[src/pkg/pwmreg_pkg.sv]
package pwmreg_pkg;
    // ------------------------------------------------------------
    // Register map (word index on the 2-bit address)
    // ------------------------------------------------------------
    localparam int PWMREG_AW = 2;
    localparam int PWMREG_DW = 32;
    localparam logic [1:0] PWMREG_IDX_PERIOD = 2'h0;
    localparam logic [1:0] PWMREG_IDX_LOW = 2'h1;
    localparam logic [1:0] PWMREG_IDX_ENABLE = 2'h2;
    localparam logic [1:0] PWMREG_IDX_RSVD = 2'h3;
    localparam int PWMREG_EN_BIT = 0;
    localparam logic [31:0] PWMREG_ZERO = 32'h0000_0000;
    localparam logic [31:0] PWMREG_PERIOD_INIT = 32'h0000_0010;
    localparam logic [31:0] PWMREG_LOW_INIT = 32'h0000_0008;

    // ------------------------------------------------------------
    // Host-side AXI4-Lite register map (byte addresses)
    // ------------------------------------------------------------
    localparam logic [3:0] PWMREG_AXI_CMD = 4'h0;
    localparam logic [3:0] PWMREG_AXI_WDATA = 4'h4;
    localparam logic [3:0] PWMREG_AXI_RDATA = 4'h8;
    localparam logic [3:0] PWMREG_AXI_STAT = 4'hc;
    localparam int PWMREG_CMD_GO = 0;
    localparam int PWMREG_CMD_WR = 1;
    localparam int PWMREG_CMD_ADDR_LSB = 4;
    localparam logic [1:0] PWMREG_RESP_OKAY = 2'h0;
    localparam logic [1:0] PWMREG_RESP_SLVERR = 2'h2;
endpackage : pwmreg_pkg

[src/pkg/pwmreg_if.sv]
`timescale 1ns/10ps
`default_nettype none
interface pwmreg_if;
    logic chip_select;
    logic [1:0] address;
    logic write;
    logic [31:0] write_data;
    logic read;
    logic [31:0] read_data;

    modport device (
        input chip_select, address, write, write_data, read,
        output read_data
    );
    modport host (
        output chip_select, address, write, write_data, read,
        input read_data
    );
endinterface : pwmreg_if
`default_nettype wire

[src/verilog/pwmreg_host.sv]
// Register access over AXI4-Lite was decided locally.
`timescale 1ns/10ps
`default_nettype none
module pwmreg_host import pwmreg_pkg::*; (
    input wire logic aclk,             // Clock
    input wire logic aresetn,          // Sync reset, active low
    pwmreg_if.host bus,                // Register port
    input wire logic [3:0] awaddr,     // AXI write address
    input wire logic awvalid,          // AXI
    output logic awready,              // AXI
    input wire logic [31:0] wdata,     // AXI write data
    input wire logic [3:0] wstrb,      // AXI byte enables
    input wire logic wvalid,           // AXI
    output logic wready,               // AXI
    output logic [1:0] bresp,          // AXI
    output logic bvalid,               // AXI
    input wire logic bready,           // AXI
    input wire logic [3:0] araddr,     // AXI read address
    input wire logic arvalid,          // AXI
    output logic arready,              // AXI
    output logic [31:0] rdata,         // AXI read data
    output logic [1:0] rresp,          // AXI
    output logic rvalid,               // AXI
    input wire logic rready            // AXI
);
    typedef struct packed {
        logic aw_got;
        logic [3:0] aw_addr;
        logic w_got;
        logic [31:0] w_data;
        logic [3:0] w_strb;
        logic bvalid;
        logic [1:0] bresp;
        logic rvalid;
        logic [1:0] rresp;
        logic [31:0] rdata;
        logic [1:0] cmd_addr;
        logic cmd_wr;
        logic [31:0] cmd_wdata;
        logic [31:0] cmd_rdata;
        logic done;
        logic go;
        logic cs;
        logic wr;
        logic rd;
        logic [1:0] addr;
        logic [31:0] wd;
        logic aw_rdy;
        logic w_rdy;
        logic ar_rdy;
    } pwmreg_host_t;

    pwmreg_host_t st;
    pwmreg_host_t next_st;

    function automatic logic [31:0] merge(input logic [31:0] old, input logic [31:0] nw,
                                          input logic [3:0] be);
        logic [31:0] r;
        r = old;
        for (int i = 0; i < 4; i++) begin
            if (be[i]) r[i*8 +: 8] = nw[i*8 +: 8];
        end
        return r;
    endfunction : merge

    always_comb begin
        next_st = st;
        next_st.go = 1'b0;
        next_st.cs = 1'b0;
        next_st.wr = 1'b0;
        next_st.rd = 1'b0;
        // (RULE13) Strobed port transfer, one cycle
        if (st.go) begin
            next_st.cs = 1'b1;
            next_st.wr = st.cmd_wr;
            next_st.rd = !st.cmd_wr;
            next_st.addr = st.cmd_addr;
            next_st.wd = st.cmd_wdata;
        end
        // (RULE10) Sample read data in request cycle
        if (st.cs) begin
            if (st.rd) next_st.cmd_rdata = bus.read_data;
            // (RULE9) No wait state expected
            next_st.done = 1'b1;
        end
        if (awvalid && awready) begin
            next_st.aw_got = 1'b1;
            next_st.aw_addr = awaddr;
        end
        if (wvalid && wready) begin
            next_st.w_got = 1'b1;
            next_st.w_data = wdata;
            next_st.w_strb = wstrb;
        end
        if (st.aw_got && st.w_got && !st.bvalid) begin
            next_st.aw_got = 1'b0;
            next_st.w_got = 1'b0;
            next_st.bvalid = 1'b1;
            next_st.bresp = PWMREG_RESP_OKAY;
            case (st.aw_addr)
                PWMREG_AXI_CMD: begin
                    next_st.cmd_wr = st.w_data[PWMREG_CMD_WR];
                    // (RULE12) Word address field
                    next_st.cmd_addr = st.w_data[PWMREG_CMD_ADDR_LSB +: 2];
                    if (st.w_strb[0] && st.w_data[PWMREG_CMD_GO] && !st.go && !st.cs) begin
                        next_st.go = 1'b1;
                        next_st.done = 1'b0;
                    end
                end
                PWMREG_AXI_WDATA: next_st.cmd_wdata = merge(st.cmd_wdata, st.w_data, st.w_strb);
                PWMREG_AXI_RDATA: next_st.bresp = PWMREG_RESP_OKAY;
                PWMREG_AXI_STAT: next_st.bresp = PWMREG_RESP_OKAY;
                default: next_st.bresp = PWMREG_RESP_SLVERR;
            endcase
        end
        if (st.bvalid && bready) next_st.bvalid = 1'b0;
        if (arvalid && arready) begin
            next_st.rvalid = 1'b1;
            next_st.rresp = PWMREG_RESP_OKAY;
            case (araddr)
                PWMREG_AXI_CMD: next_st.rdata = {26'h0, st.cmd_addr, 2'h0, st.cmd_wr, 1'b0};
                PWMREG_AXI_WDATA: next_st.rdata = st.cmd_wdata;
                PWMREG_AXI_RDATA: next_st.rdata = st.cmd_rdata;
                PWMREG_AXI_STAT: next_st.rdata = {31'h0, st.done};
                default: begin
                    next_st.rdata = PWMREG_ZERO;
                    next_st.rresp = PWMREG_RESP_SLVERR;
                end
            endcase
        end else if (st.rvalid && rready) begin
            next_st.rvalid = 1'b0;
        end
        // Ready flags kept in flops so every AXI output is registered
        next_st.aw_rdy = !next_st.aw_got && !next_st.bvalid;
        next_st.w_rdy = !next_st.w_got && !next_st.bvalid;
        next_st.ar_rdy = !next_st.rvalid;
    end

    // (RULE14) Active-low reset
    always_ff @(posedge aclk) begin
        if (!aresetn) begin
            st <= '0;
        end else begin
            st <= next_st;
        end
    end

    assign awready = st.aw_rdy;
    assign wready = st.w_rdy;
    assign bvalid = st.bvalid;
    assign bresp = st.bresp;
    assign arready = st.ar_rdy;
    assign rvalid = st.rvalid;
    assign rresp = st.rresp;
    assign rdata = st.rdata;
    assign bus.chip_select = st.cs;
    assign bus.write = st.wr;
    assign bus.read = st.rd;
    assign bus.address = st.addr;
    assign bus.write_data = st.wd;
endmodule : pwmreg_host
`default_nettype wire

[src/flat_wrapper.sv]
// flat-port wrapper written by rule: the top's interface ports become plain ports
module pwmreg_host_flat import pwmreg_pkg::*;
  (aclk, aresetn, awaddr, awvalid, awready, wdata, wstrb, wvalid, wready, bresp, bvalid, bready, araddr, arvalid, arready, rdata, rresp, rvalid, rready, bus_chip_select, bus_address, bus_write, bus_write_data, bus_read, bus_read_data);
  pwmreg_if bus_i ();
  input wire logic aclk;
  input wire logic aresetn;
  input wire logic [3:0] awaddr;
  input wire logic awvalid;
  output logic awready;
  input wire logic [31:0] wdata;
  input wire logic [3:0] wstrb;
  input wire logic wvalid;
  output logic wready;
  output logic [1:0] bresp;
  output logic bvalid;
  input wire logic bready;
  input wire logic [3:0] araddr;
  input wire logic arvalid;
  output logic arready;
  output logic [31:0] rdata;
  output logic [1:0] rresp;
  output logic rvalid;
  input wire logic rready;
  output wire logic [$bits(bus_i.chip_select)-1:0] bus_chip_select;
  output wire logic [$bits(bus_i.address)-1:0] bus_address;
  output wire logic [$bits(bus_i.write)-1:0] bus_write;
  output wire logic [$bits(bus_i.write_data)-1:0] bus_write_data;
  output wire logic [$bits(bus_i.read)-1:0] bus_read;
  input wire logic [$bits(bus_i.read_data)-1:0] bus_read_data;
  assign bus_chip_select = bus_i.chip_select;
  assign bus_address = bus_i.address;
  assign bus_write = bus_i.write;
  assign bus_write_data = bus_i.write_data;
  assign bus_read = bus_i.read;
  assign bus_i.read_data = bus_read_data;
  pwmreg_host u_core (.aclk(aclk), .aresetn(aresetn), .bus(bus_i), .awaddr(awaddr), .awvalid(awvalid), .awready(awready), .wdata(wdata), .wstrb(wstrb), .wvalid(wvalid), .wready(wready), .bresp(bresp), .bvalid(bvalid), .bready(bready), .araddr(araddr), .arvalid(arvalid), .arready(arready), .rdata(rdata), .rresp(rresp), .rvalid(rvalid), .rready(rready));
endmodule
[config.mk]
export PLATFORM = sky130hd
export DESIGN_NAME = pwmreg_host_flat
export DESIGN_NICKNAME = d
export VERILOG_FILES = /design/src/pkg/pwmreg_pkg.sv /design/src/pkg/pwmreg_if.sv /design/src/verilog/pwmreg_host.sv /design/src/flat_wrapper.sv
export SDC_FILE = /design/constraint.sdc
export NUM_CORES = 1
export LEC_CHECK = 0
export BUFFER_PORTS_ARGS = -buffer_cell sky130_fd_sc_hd__buf_2
export CORE_MARGIN = 3
export CORE_UTILIZATION = 30
export CTS_BUF_LIST = sky130_fd_sc_hd__clkbuf_4 sky130_fd_sc_hd__clkbuf_8 sky130_fd_sc_hd__clkbuf_16
export DETAILED_ROUTE_END_ITERATION = 12
export GPL_ROUTABILITY_DRIVEN = 1
export HOLD_SLACK_MARGIN = 0.15
export PLACE_DENSITY = 0.52
export SETUP_SLACK_MARGIN = 0.2
export SLEW_MARGIN = 40
export SYNTH_ARGS = -nofsm -noshare
export SYNTH_HDL_FRONTEND = slang
export SYNTH_SLANG_ARGS = --single-unit
[constraint.sdc]
create_clock -name aclk -period 2 [get_ports aclk]
set_clock_uncertainty 0.15 [all_clocks]
set_input_delay 0.3 -clock aclk [delete_from_list [all_inputs] [get_ports aclk]]
set_output_delay 0.3 -clock aclk [all_outputs]
set_load 0.005 [all_outputs]
== Word level (Yosys, flattened, before mapping) ==
Cells that the tools add are included.

* Bits of input ports: 83
* Flip-flop bits (word level): 189
* Word-level logic and storage cells: 81

* Mux-type cells: 16
* Reductions and logical operators: 32
* Equal/unequal tests: 6

{| class="wikitable"
|+ Operators with widths
! operator !! count
|-
| 32-bit one-hot mux with 4 select lines || 1
|-
| 37-bit 2-to-1 mux || 2
|-
| 4-bit equality test (second input constant) || 4
|-
| 3-bit AND reduction || 5
|-
| 1-bit logical AND || 12
|-
| 2-bit 2-to-1 mux || 5
|-
| 4-bit by 3-bit equality test with 1-bit output (second input constant) || 2
|-
| 1-bit zero test || 8
|-
| 4-bit zero test || 2
|-
| 4-bit OR reduction || 2
|-
| 1-bit 2-to-1 mux || 6
|-
| 2-bit AND reduction || 3
|-
| 5-bit 2-to-1 mux || 1
|-
| 3-bit 2-to-1 mux || 1
|}

== Depth between registers and ports, before layout ==
Gate-level depths: netlist of the first run.

* Depth in word-level cells: 7
* Gate-level depth with buffers: 6
* Mapped depth without buffers: 3

== Worst setup path after synthesis of the first run ==
Ideal clock, no wire load.

* Kind: reg2reg
* Start point: register u_core.st[186] (netlist name)
* End point: register u_core.st[106] (netlist name)
* Period minus slack after synthesis: 1.411 ns
* Data arrival time: 1.129 ns
* Path buffers: 1
* Data required time: 1.718 ns
* Path slack: 0.589 ns
* Cell stages (with the launch flop): 5
* Cell sequence: dfxtp_1 -> buf_6 -> or4_4 -> o21ai_1 -> a21oi_1

* Cells in the longest elaborated chain, start to end: 2

{| class="wikitable"
|+ RTL lines
! item !! line !! text
|-
| start: declaration || pwmreg_host.sv:53 || <nowiki>pwmreg_host_t st;</nowiki>
|-
| start signal: assignment || pwmreg_host.sv:144 || <nowiki>st <= next_st;</nowiki>
|-
| 4-bit zero test || pwmreg_host.sv:100 || <nowiki>case (st.aw_addr)</nowiki>
|-
| 2-bit AND reduction (no source line) || - ||
|}

Every way passes these cells.
A chain may end at the register's enable or synchronous reset.

== Final worst setup path of the first run ==
* Start point: register u_core.st[74] (netlist name)
* End point: register u_core.st, in the netlist u_core.rdata[0]

* Cells in the longest elaborated chain, start to end: 1

{| class="wikitable"
|+ RTL lines
! item !! line !! text
|-
| 32-bit one-hot mux with 4 select lines || pwmreg_host.sv:120 || <nowiki>case (araddr)</nowiki>
|}

Every way passes these cells.

==> metrics.yaml, run 1 <==
clock_path_buffers: 2
synthArstFlopShare_pct: 0
finalSetupTns_ns: 0
wl_um: 22000
leakage_nw: 3.62
final_nets: 1155
total_power_mw: 7.76
slew_headroom_pct: 66.3
post-place-cells: 1299
wire_per_inst_um: 15.6
die-height_um: 168
setup_viol: 0
cp_data_required_time_ns: 2.19
cap_violations: 0
grt_usage_pct: 15.5
num_vias: 6540
area_delta_synth_final_pct: 25.5
ctsResizeCount: 0
yosysMostFrequentCell: "dfxtp_1"
synth_cell_type_count: 40
core_area_um2: 25500
fp-row-count: 58
clock-root-buffer: "clkbuf_16"
yosys_warnings: 0
period_share_pct: 86.9
cts_buffers: 17
drt_iter0_markers: 420
rsz0062_at_grt: "no"
htree_levels: 4
grt_first_pass_wirelength_um: 35100
cts.reportedPaths.clkPinSlew_ns: 0.08
worst_pin_slew_ns: 0.500
synth.avg_cell_area_um2: 8.50
place_area_um2: 8470
fp.dieW_um: 168
ir_drop_mv: 0.557
grt_start_max_net_pins: 77
finalHoldViolCount: 0
syn_area_um2: 7890
synth-seq-area-share_pct: 47.4
drv_slew: 0
cp.arrival_ns: 1.93
place_worst_setup_slack_ns: 0.423
dpl.hpwl_um: 15300
post-route-util_pct: 38.8
crit_type: "reg2reg"
ant_nets: 0
die_area_um2: 28300
start_util_pct: 30.9
syn_inst: 928
endpoint_kind: "flip-flop"
hold_class: "in2reg"
yosysTopAreaCell: "dfxtp_1"
numPortBuffers: 158
fin_cells: 1415
design_area_um2: 9900
drtPass1Iterations: 4
antenna_found_initial: 0
gp_congestion: 0.766
max_freq_ghz: 0.575
cts_tree: "done"
vias_per_cell: 4.62
powerDensity_nw_per_um2: 783
netlist_top_cells_count: "187 x dfxtp_1, 174 x nand2_1, 139 x a21oi_1, 74 x buf_4, 56 x nand3b_1"
synthTopCellsByArea: "dfxtp_1 47%, a21oi_1 8.8%, nand2_1 8.3%"
min_period_ns: 1.74
drc: 0
cts.sinks: 187
first_global_vias: 6296
io_pins: 161
hold_ws_ns: 0.179
synth_edf_count: 0
start_kind: "flip-flop"
clkLatencyLatePin_ns: 0.44
cp_max_fo: 3
ys.flop_type: "dfxtp_1"
netlist.area_leader.share_pct: 47.4
overflow: 0
status: "finished clean"
finalWorstSetupSlack_ns: 0.262
diodes: 0
layout-drive-gt1-share_pct: 20.8
ys_ff_latch: 187
nFillCells: 2645
[worst max-delay path, stage by stage (launching register included)]
cell and delay, ns:
dfxtp_1 0.41, nor4b_2 0.22, o21ai_1 0.10, dlygate4sd3_1 0.57, a221oi_2 0.21
[final timing paths]
| kind | slack (ns) | to | from | depth (start not counted) |
|---|---|---|---|---|
| max | 0.26 | u_core.rdata[0]$_SDFFE_PN0P_ | u_core.st[74]$_SDFFE_PN0P_ | 4 |
| max reg2reg | 0.26 | u_core.rdata[0]$_SDFFE_PN0P_ | u_core.st[74]$_SDFFE_PN0P_ | 4 |
| min reg2reg | 0.30 | u_core.rdata[20]$_SDFFE_PN0P_ | u_core.rdata[20]$_SDFFE_PN0P_ | 2 |
| min | 0.18 | u_core.rdata[4]$_SDFFE_PN0P_ | araddr[1] | 4 |
[metal layers]
layer | wire [µm] | GRT usage [%] | vias up
met4 | 182 | 3.56 | 0
li1 | - | - | 3364
met2 | 9390 | 23.2 | 146
met3 | 973 | 3.45 | 9
met5 | 0 | 0 | -
met1 | 11500 | 22.8 | 3021
[logic make-up (layout without fill, tap and decap cells)]
| logic type | count (synthesis) | in the layout | share of synthesized area [%] |
|---|---|---|---|
| AOI/OAI and AO/OA | 212 | 212 | 14.7 |
| and+or+nand+nor | 348 | 348 | 22.3 |
| muxes | 37 | 37 | 4.72 |
| other | 1 | 2 | 0.0475 |
| buffers and inverters | 143 | 299 | 10.9 |
| DFF | 187 | 187 | 47.4 |
[layout by cell type, fill, tap and decap left out, drive strengths merged, types with 18 or more instances in the layout]
master,Yosys,final
dfxtp,187,187
buf,101,182
nand2,174,174
a21oi,139,139
dlygate4sd3,0,84
nand3b,57,57
nand3,42,42
nor2,40,40
o21ai,40,40
mux2i,35,35
a21o,28,28
clkbuf,41,18
[power by group]
part	total (mW)	internal (mW)	switching, mW
combinational	0.534	0.266	0.268
clock	3.41	1.71	1.70
sequential	3.82	3.77	0.0438
[final cells by class]
| class | instances | area [µm²] | share of cell area [%] |
|---|---|---|---|
| clock buffers | 18 | 433 | 4.37 |
| clock inverters | 14 | 165 | 1.67 |
| inverters | 1 | 6.26 | 0.0632 |
| multi-input cells | 599 | 3290 | 33.2 |
| flip-flops and latches | 187 | 3740 | 37.8 |
| well taps | 330 | 413 | 4.17 |
| repair buffers | 266 | 1850 | 18.7 |
[registers in the layout (all words and copies together), names as in the netlist, 2 cells and up]
| register | cells |
|---|---|
| u_core.st | 111 |
| u_core.bus.write_data | 32 |
| u_core.rdata | 32 |
| u_core.bus.address | 2 |
[what timing repair did]
action	in CTS	in global routing
hold endpoints to repair	87	0
setup endpoints to repair	0	0
hold buffers	84	0
buffers inserted	0	0
(Power assumes the default switching activity.)
==> inputs of run 2 (changes only) <==
--- a/config.mk
+++ b/config.mk
@@ -13,6 +13,7 @@
 export GPL_ROUTABILITY_DRIVEN = 1
 export HOLD_SLACK_MARGIN = 0.15
 export PLACE_DENSITY = 0.52
+export RECOVER_POWER = 50
 export SETUP_SLACK_MARGIN = 0.2
 export SLEW_MARGIN = 40
 export SYNTH_ARGS = -nofsm -noshare
==> metrics.yaml, run 2 (same netlist as run 1, synthesis figures left out) <==
wire_per_inst_um: 15.5  # was 15.6 µm
clkLatencyLatePin_ns: 0.44  # about the same
fp-row-count: 58  # unchanged
route.met3.wl_um: 1020  # was 973 µm
slowest_delay_ns: 0.53  # was 0.57 ns
ir_drop_mv: 0.558  # was 0.557 mV
layout-drive-gt1-share_pct: 17.2  # was 20.8%
worst_pin_slew_ns: 0.662  # was 0.500 ns
cp.arrival_ns: 1.93  # about the same
layout_common_cells: "186 x dfxtp_1, 174 x nand2_1, 139 x a21oi_1, 121 x buf_2, 84 x dlygate4sd3_1"  # was 186 x dfxtp_1, 174 x nand2_1, 158 x buf_2, 139 x a21oi_1, 84 x dlygate4sd3_1
r2r_start: "u_core.st[74]$_SDFFE_PN0P_"  # unchanged
largest_reg_flops: 111  # unchanged
wl_um: 21900  # was 22000 µm
setup_viol: 0  # unchanged
rsz0062_at_grt: "no"  # unchanged
htree_levels: 4  # unchanged
total_power_mw: 7.75  # was 7.76 mW
worstSetupStartpoint: "aresetn"  # was u_core.st[74]$_SDFFE_PN0P_
power_switching_mw: 2.00  # was 2.01 mW
cp_top_family: "buffers and inverters"  # unchanged
pwr-share-seq_pct: 49.2  # about the same
ant_nets: 0  # unchanged
place_worst_setup_slack_ns: 0.423  # unchanged
nFillCells: 2658  # was 2645
regMostFlops: "u_core.st"  # unchanged
postCtsSetupBuffers: 0  # unchanged
cts_tree: "done"  # unchanged
cp_num_buf_inv: 4  # was 1
cp_slowest_cell: "dlygate4sd3_1"  # unchanged
place_area_um2: 8470  # unchanged
cp_max_fo: 24  # was 3
design_area_um2: 9840  # was 9900 µm²
drc: 0  # unchanged
antenna_found_initial: 0  # unchanged
clockPowerShare_pct: 44.0  # about the same
grt_start_max_net_pins: 77  # unchanged
status: "finished clean"  # unchanged
endpoint_kind: "flip-flop"  # unchanged
numPortBuffers: 158  # unchanged
hp-start: "araddr[1]"  # unchanged
drv_slew: 0  # unchanged
vias_per_cell: 4.60  # was 4.62
die_area_um2: 28300  # unchanged
p_int_mw: 5.75  # about the same
cp_data_required_time_ns: 2.16  # was 2.19 ns
dpl.hpwl_um: 15300  # unchanged
max_freq_ghz: 0.565  # was 0.575 GHz
start_util_pct: 30.9  # unchanged
clock_path_buffers: 2  # unchanged
multiInputGateArea_um2: 3280  # was 3290 µm²
ctsResizeCount: 0  # unchanged
ctsHoldBuffers: 84  # unchanged
first_global_vias: 6296  # unchanged
drt_iter0_markers: 401  # was 420
clock-root-buffer: "clkbuf_16"  # unchanged
final_common_cell: "dfxtp_1"  # unchanged
min_period_ns: 1.77  # was 1.74 ns
diodes: 0  # unchanged
leakage_nw: 3.45  # was 3.62 nW
cts.sinks: 187  # unchanged
cts_buffers: 17  # unchanged
die-height_um: 168  # unchanged
num_vias: 6509  # was 6540
met1_length_um: 11300  # was 11500 µm
period_share_pct: 88.5  # was 86.9%
swShare_pct: 25.8  # was 25.9%
finalHoldViolCount: 0  # unchanged
slew_headroom_pct: 55.8  # was 66.3%
drtPass1Iterations: 5  # was 4
fp.dieW_um: 168  # unchanged
met2WireLength_um: 9420  # was 9390 µm
grt_first_pass_wirelength_um: 35100  # unchanged
cts.reportedPaths.clkPinSlew_ns: 0.08  # about the same
gp_congestion: 0.766  # unchanged
worstPathCellList: "dlygate4sd3_1 > buf_2 > inv_4 > clkbuf_2 > nor3_1"  # was nor4b_2 > o21ai_1 > dlygate4sd3_1 > a221oi_2
crit_type: "in2reg"  # was reg2reg
io_pins: 161  # unchanged
top_layer_used: "met4"  # unchanged
grt_usage_pct: 15.5  # unchanged
area_delta_synth_final_pct: 24.7  # was 25.5%
hold_ws_ns: 0.180  # was 0.179 ns
finalSetupTns_ns: 0  # unchanged
combPwrFrac_pct: 6.8  # was 6.9%
start_kind: "primary input"  # was flip-flop
overflow: 0  # unchanged
powerDensity_nw_per_um2: 787  # was 783 nW/µm²
cap_violations: 0  # unchanged
core_area_um2: 25500  # unchanged
regArea_um2: 3740  # unchanged
hold_class: "in2reg"  # unchanged
final_nets: 1155  # unchanged
finalWorstSetupSlack_ns: 0.230  # was 0.262 ns
run 2: cell count changes in the layout (fill, tap and decap cells not counted), sizes merged:
cell / change
buf: -39
clkbuf: +39
run 2: final cells by class:
class                   count  area share, %
flip-flops and latches    187           38.0
multi-input cells         599           33.4
repair buffers            266           18.2
clock buffers              18           4.40
well taps                 330           4.20
clock inverters            14           1.68
inverters                   1         0.0636
run 2: final timing paths:
kind | end | slack, ns | cells after the start
min reg2reg | u_core.rdata[27]$_SDFFE_PN0P_ | 0.30 | 2
max | u_core.bresp[1]$_SDFFE_PN0P_ | 0.23 | 5
max reg2reg | u_core.rdata[0]$_SDFFE_PN0P_ | 0.27 | 4
min | u_core.rdata[4]$_SDFFE_PN0P_ | 0.18 | 4
run 2: power groups by stage:
stage	Combinational [mW]	Sequential, mW	Clock [mW]
6_report	0.526	3.81	3.41
5_1_grt	0.585	3.82	3.66
4_1_cts	0.537	3.81	3.51
3_5_place_dp	0.413	3.90	0
3_3_place_gp	0.412	3.90	0
2_1_floorplan	0.245	3.89	0
run 2: tightest hold or removal path: stages:
cell     delay, ns
buf_2         0.11
nor3_1        0.07
a32oi_1       0.14
o21ai_0       0.08
run 2: metrics by stage:
step,util [%],instances
final,38.5,1415
after global routing,38.5,1415
after CTS,38.8,1415
after detailed placement,33.1,1299
after global placement,33.1,1299
after floorplan,-,929
run 2: per-layer routing:
layer	global-route usage [%]	vias up
met4	3.56	0
li1	-	3365
met1	22.8	2981
met2	23.2	151
met3	3.45	12
met5	0	-
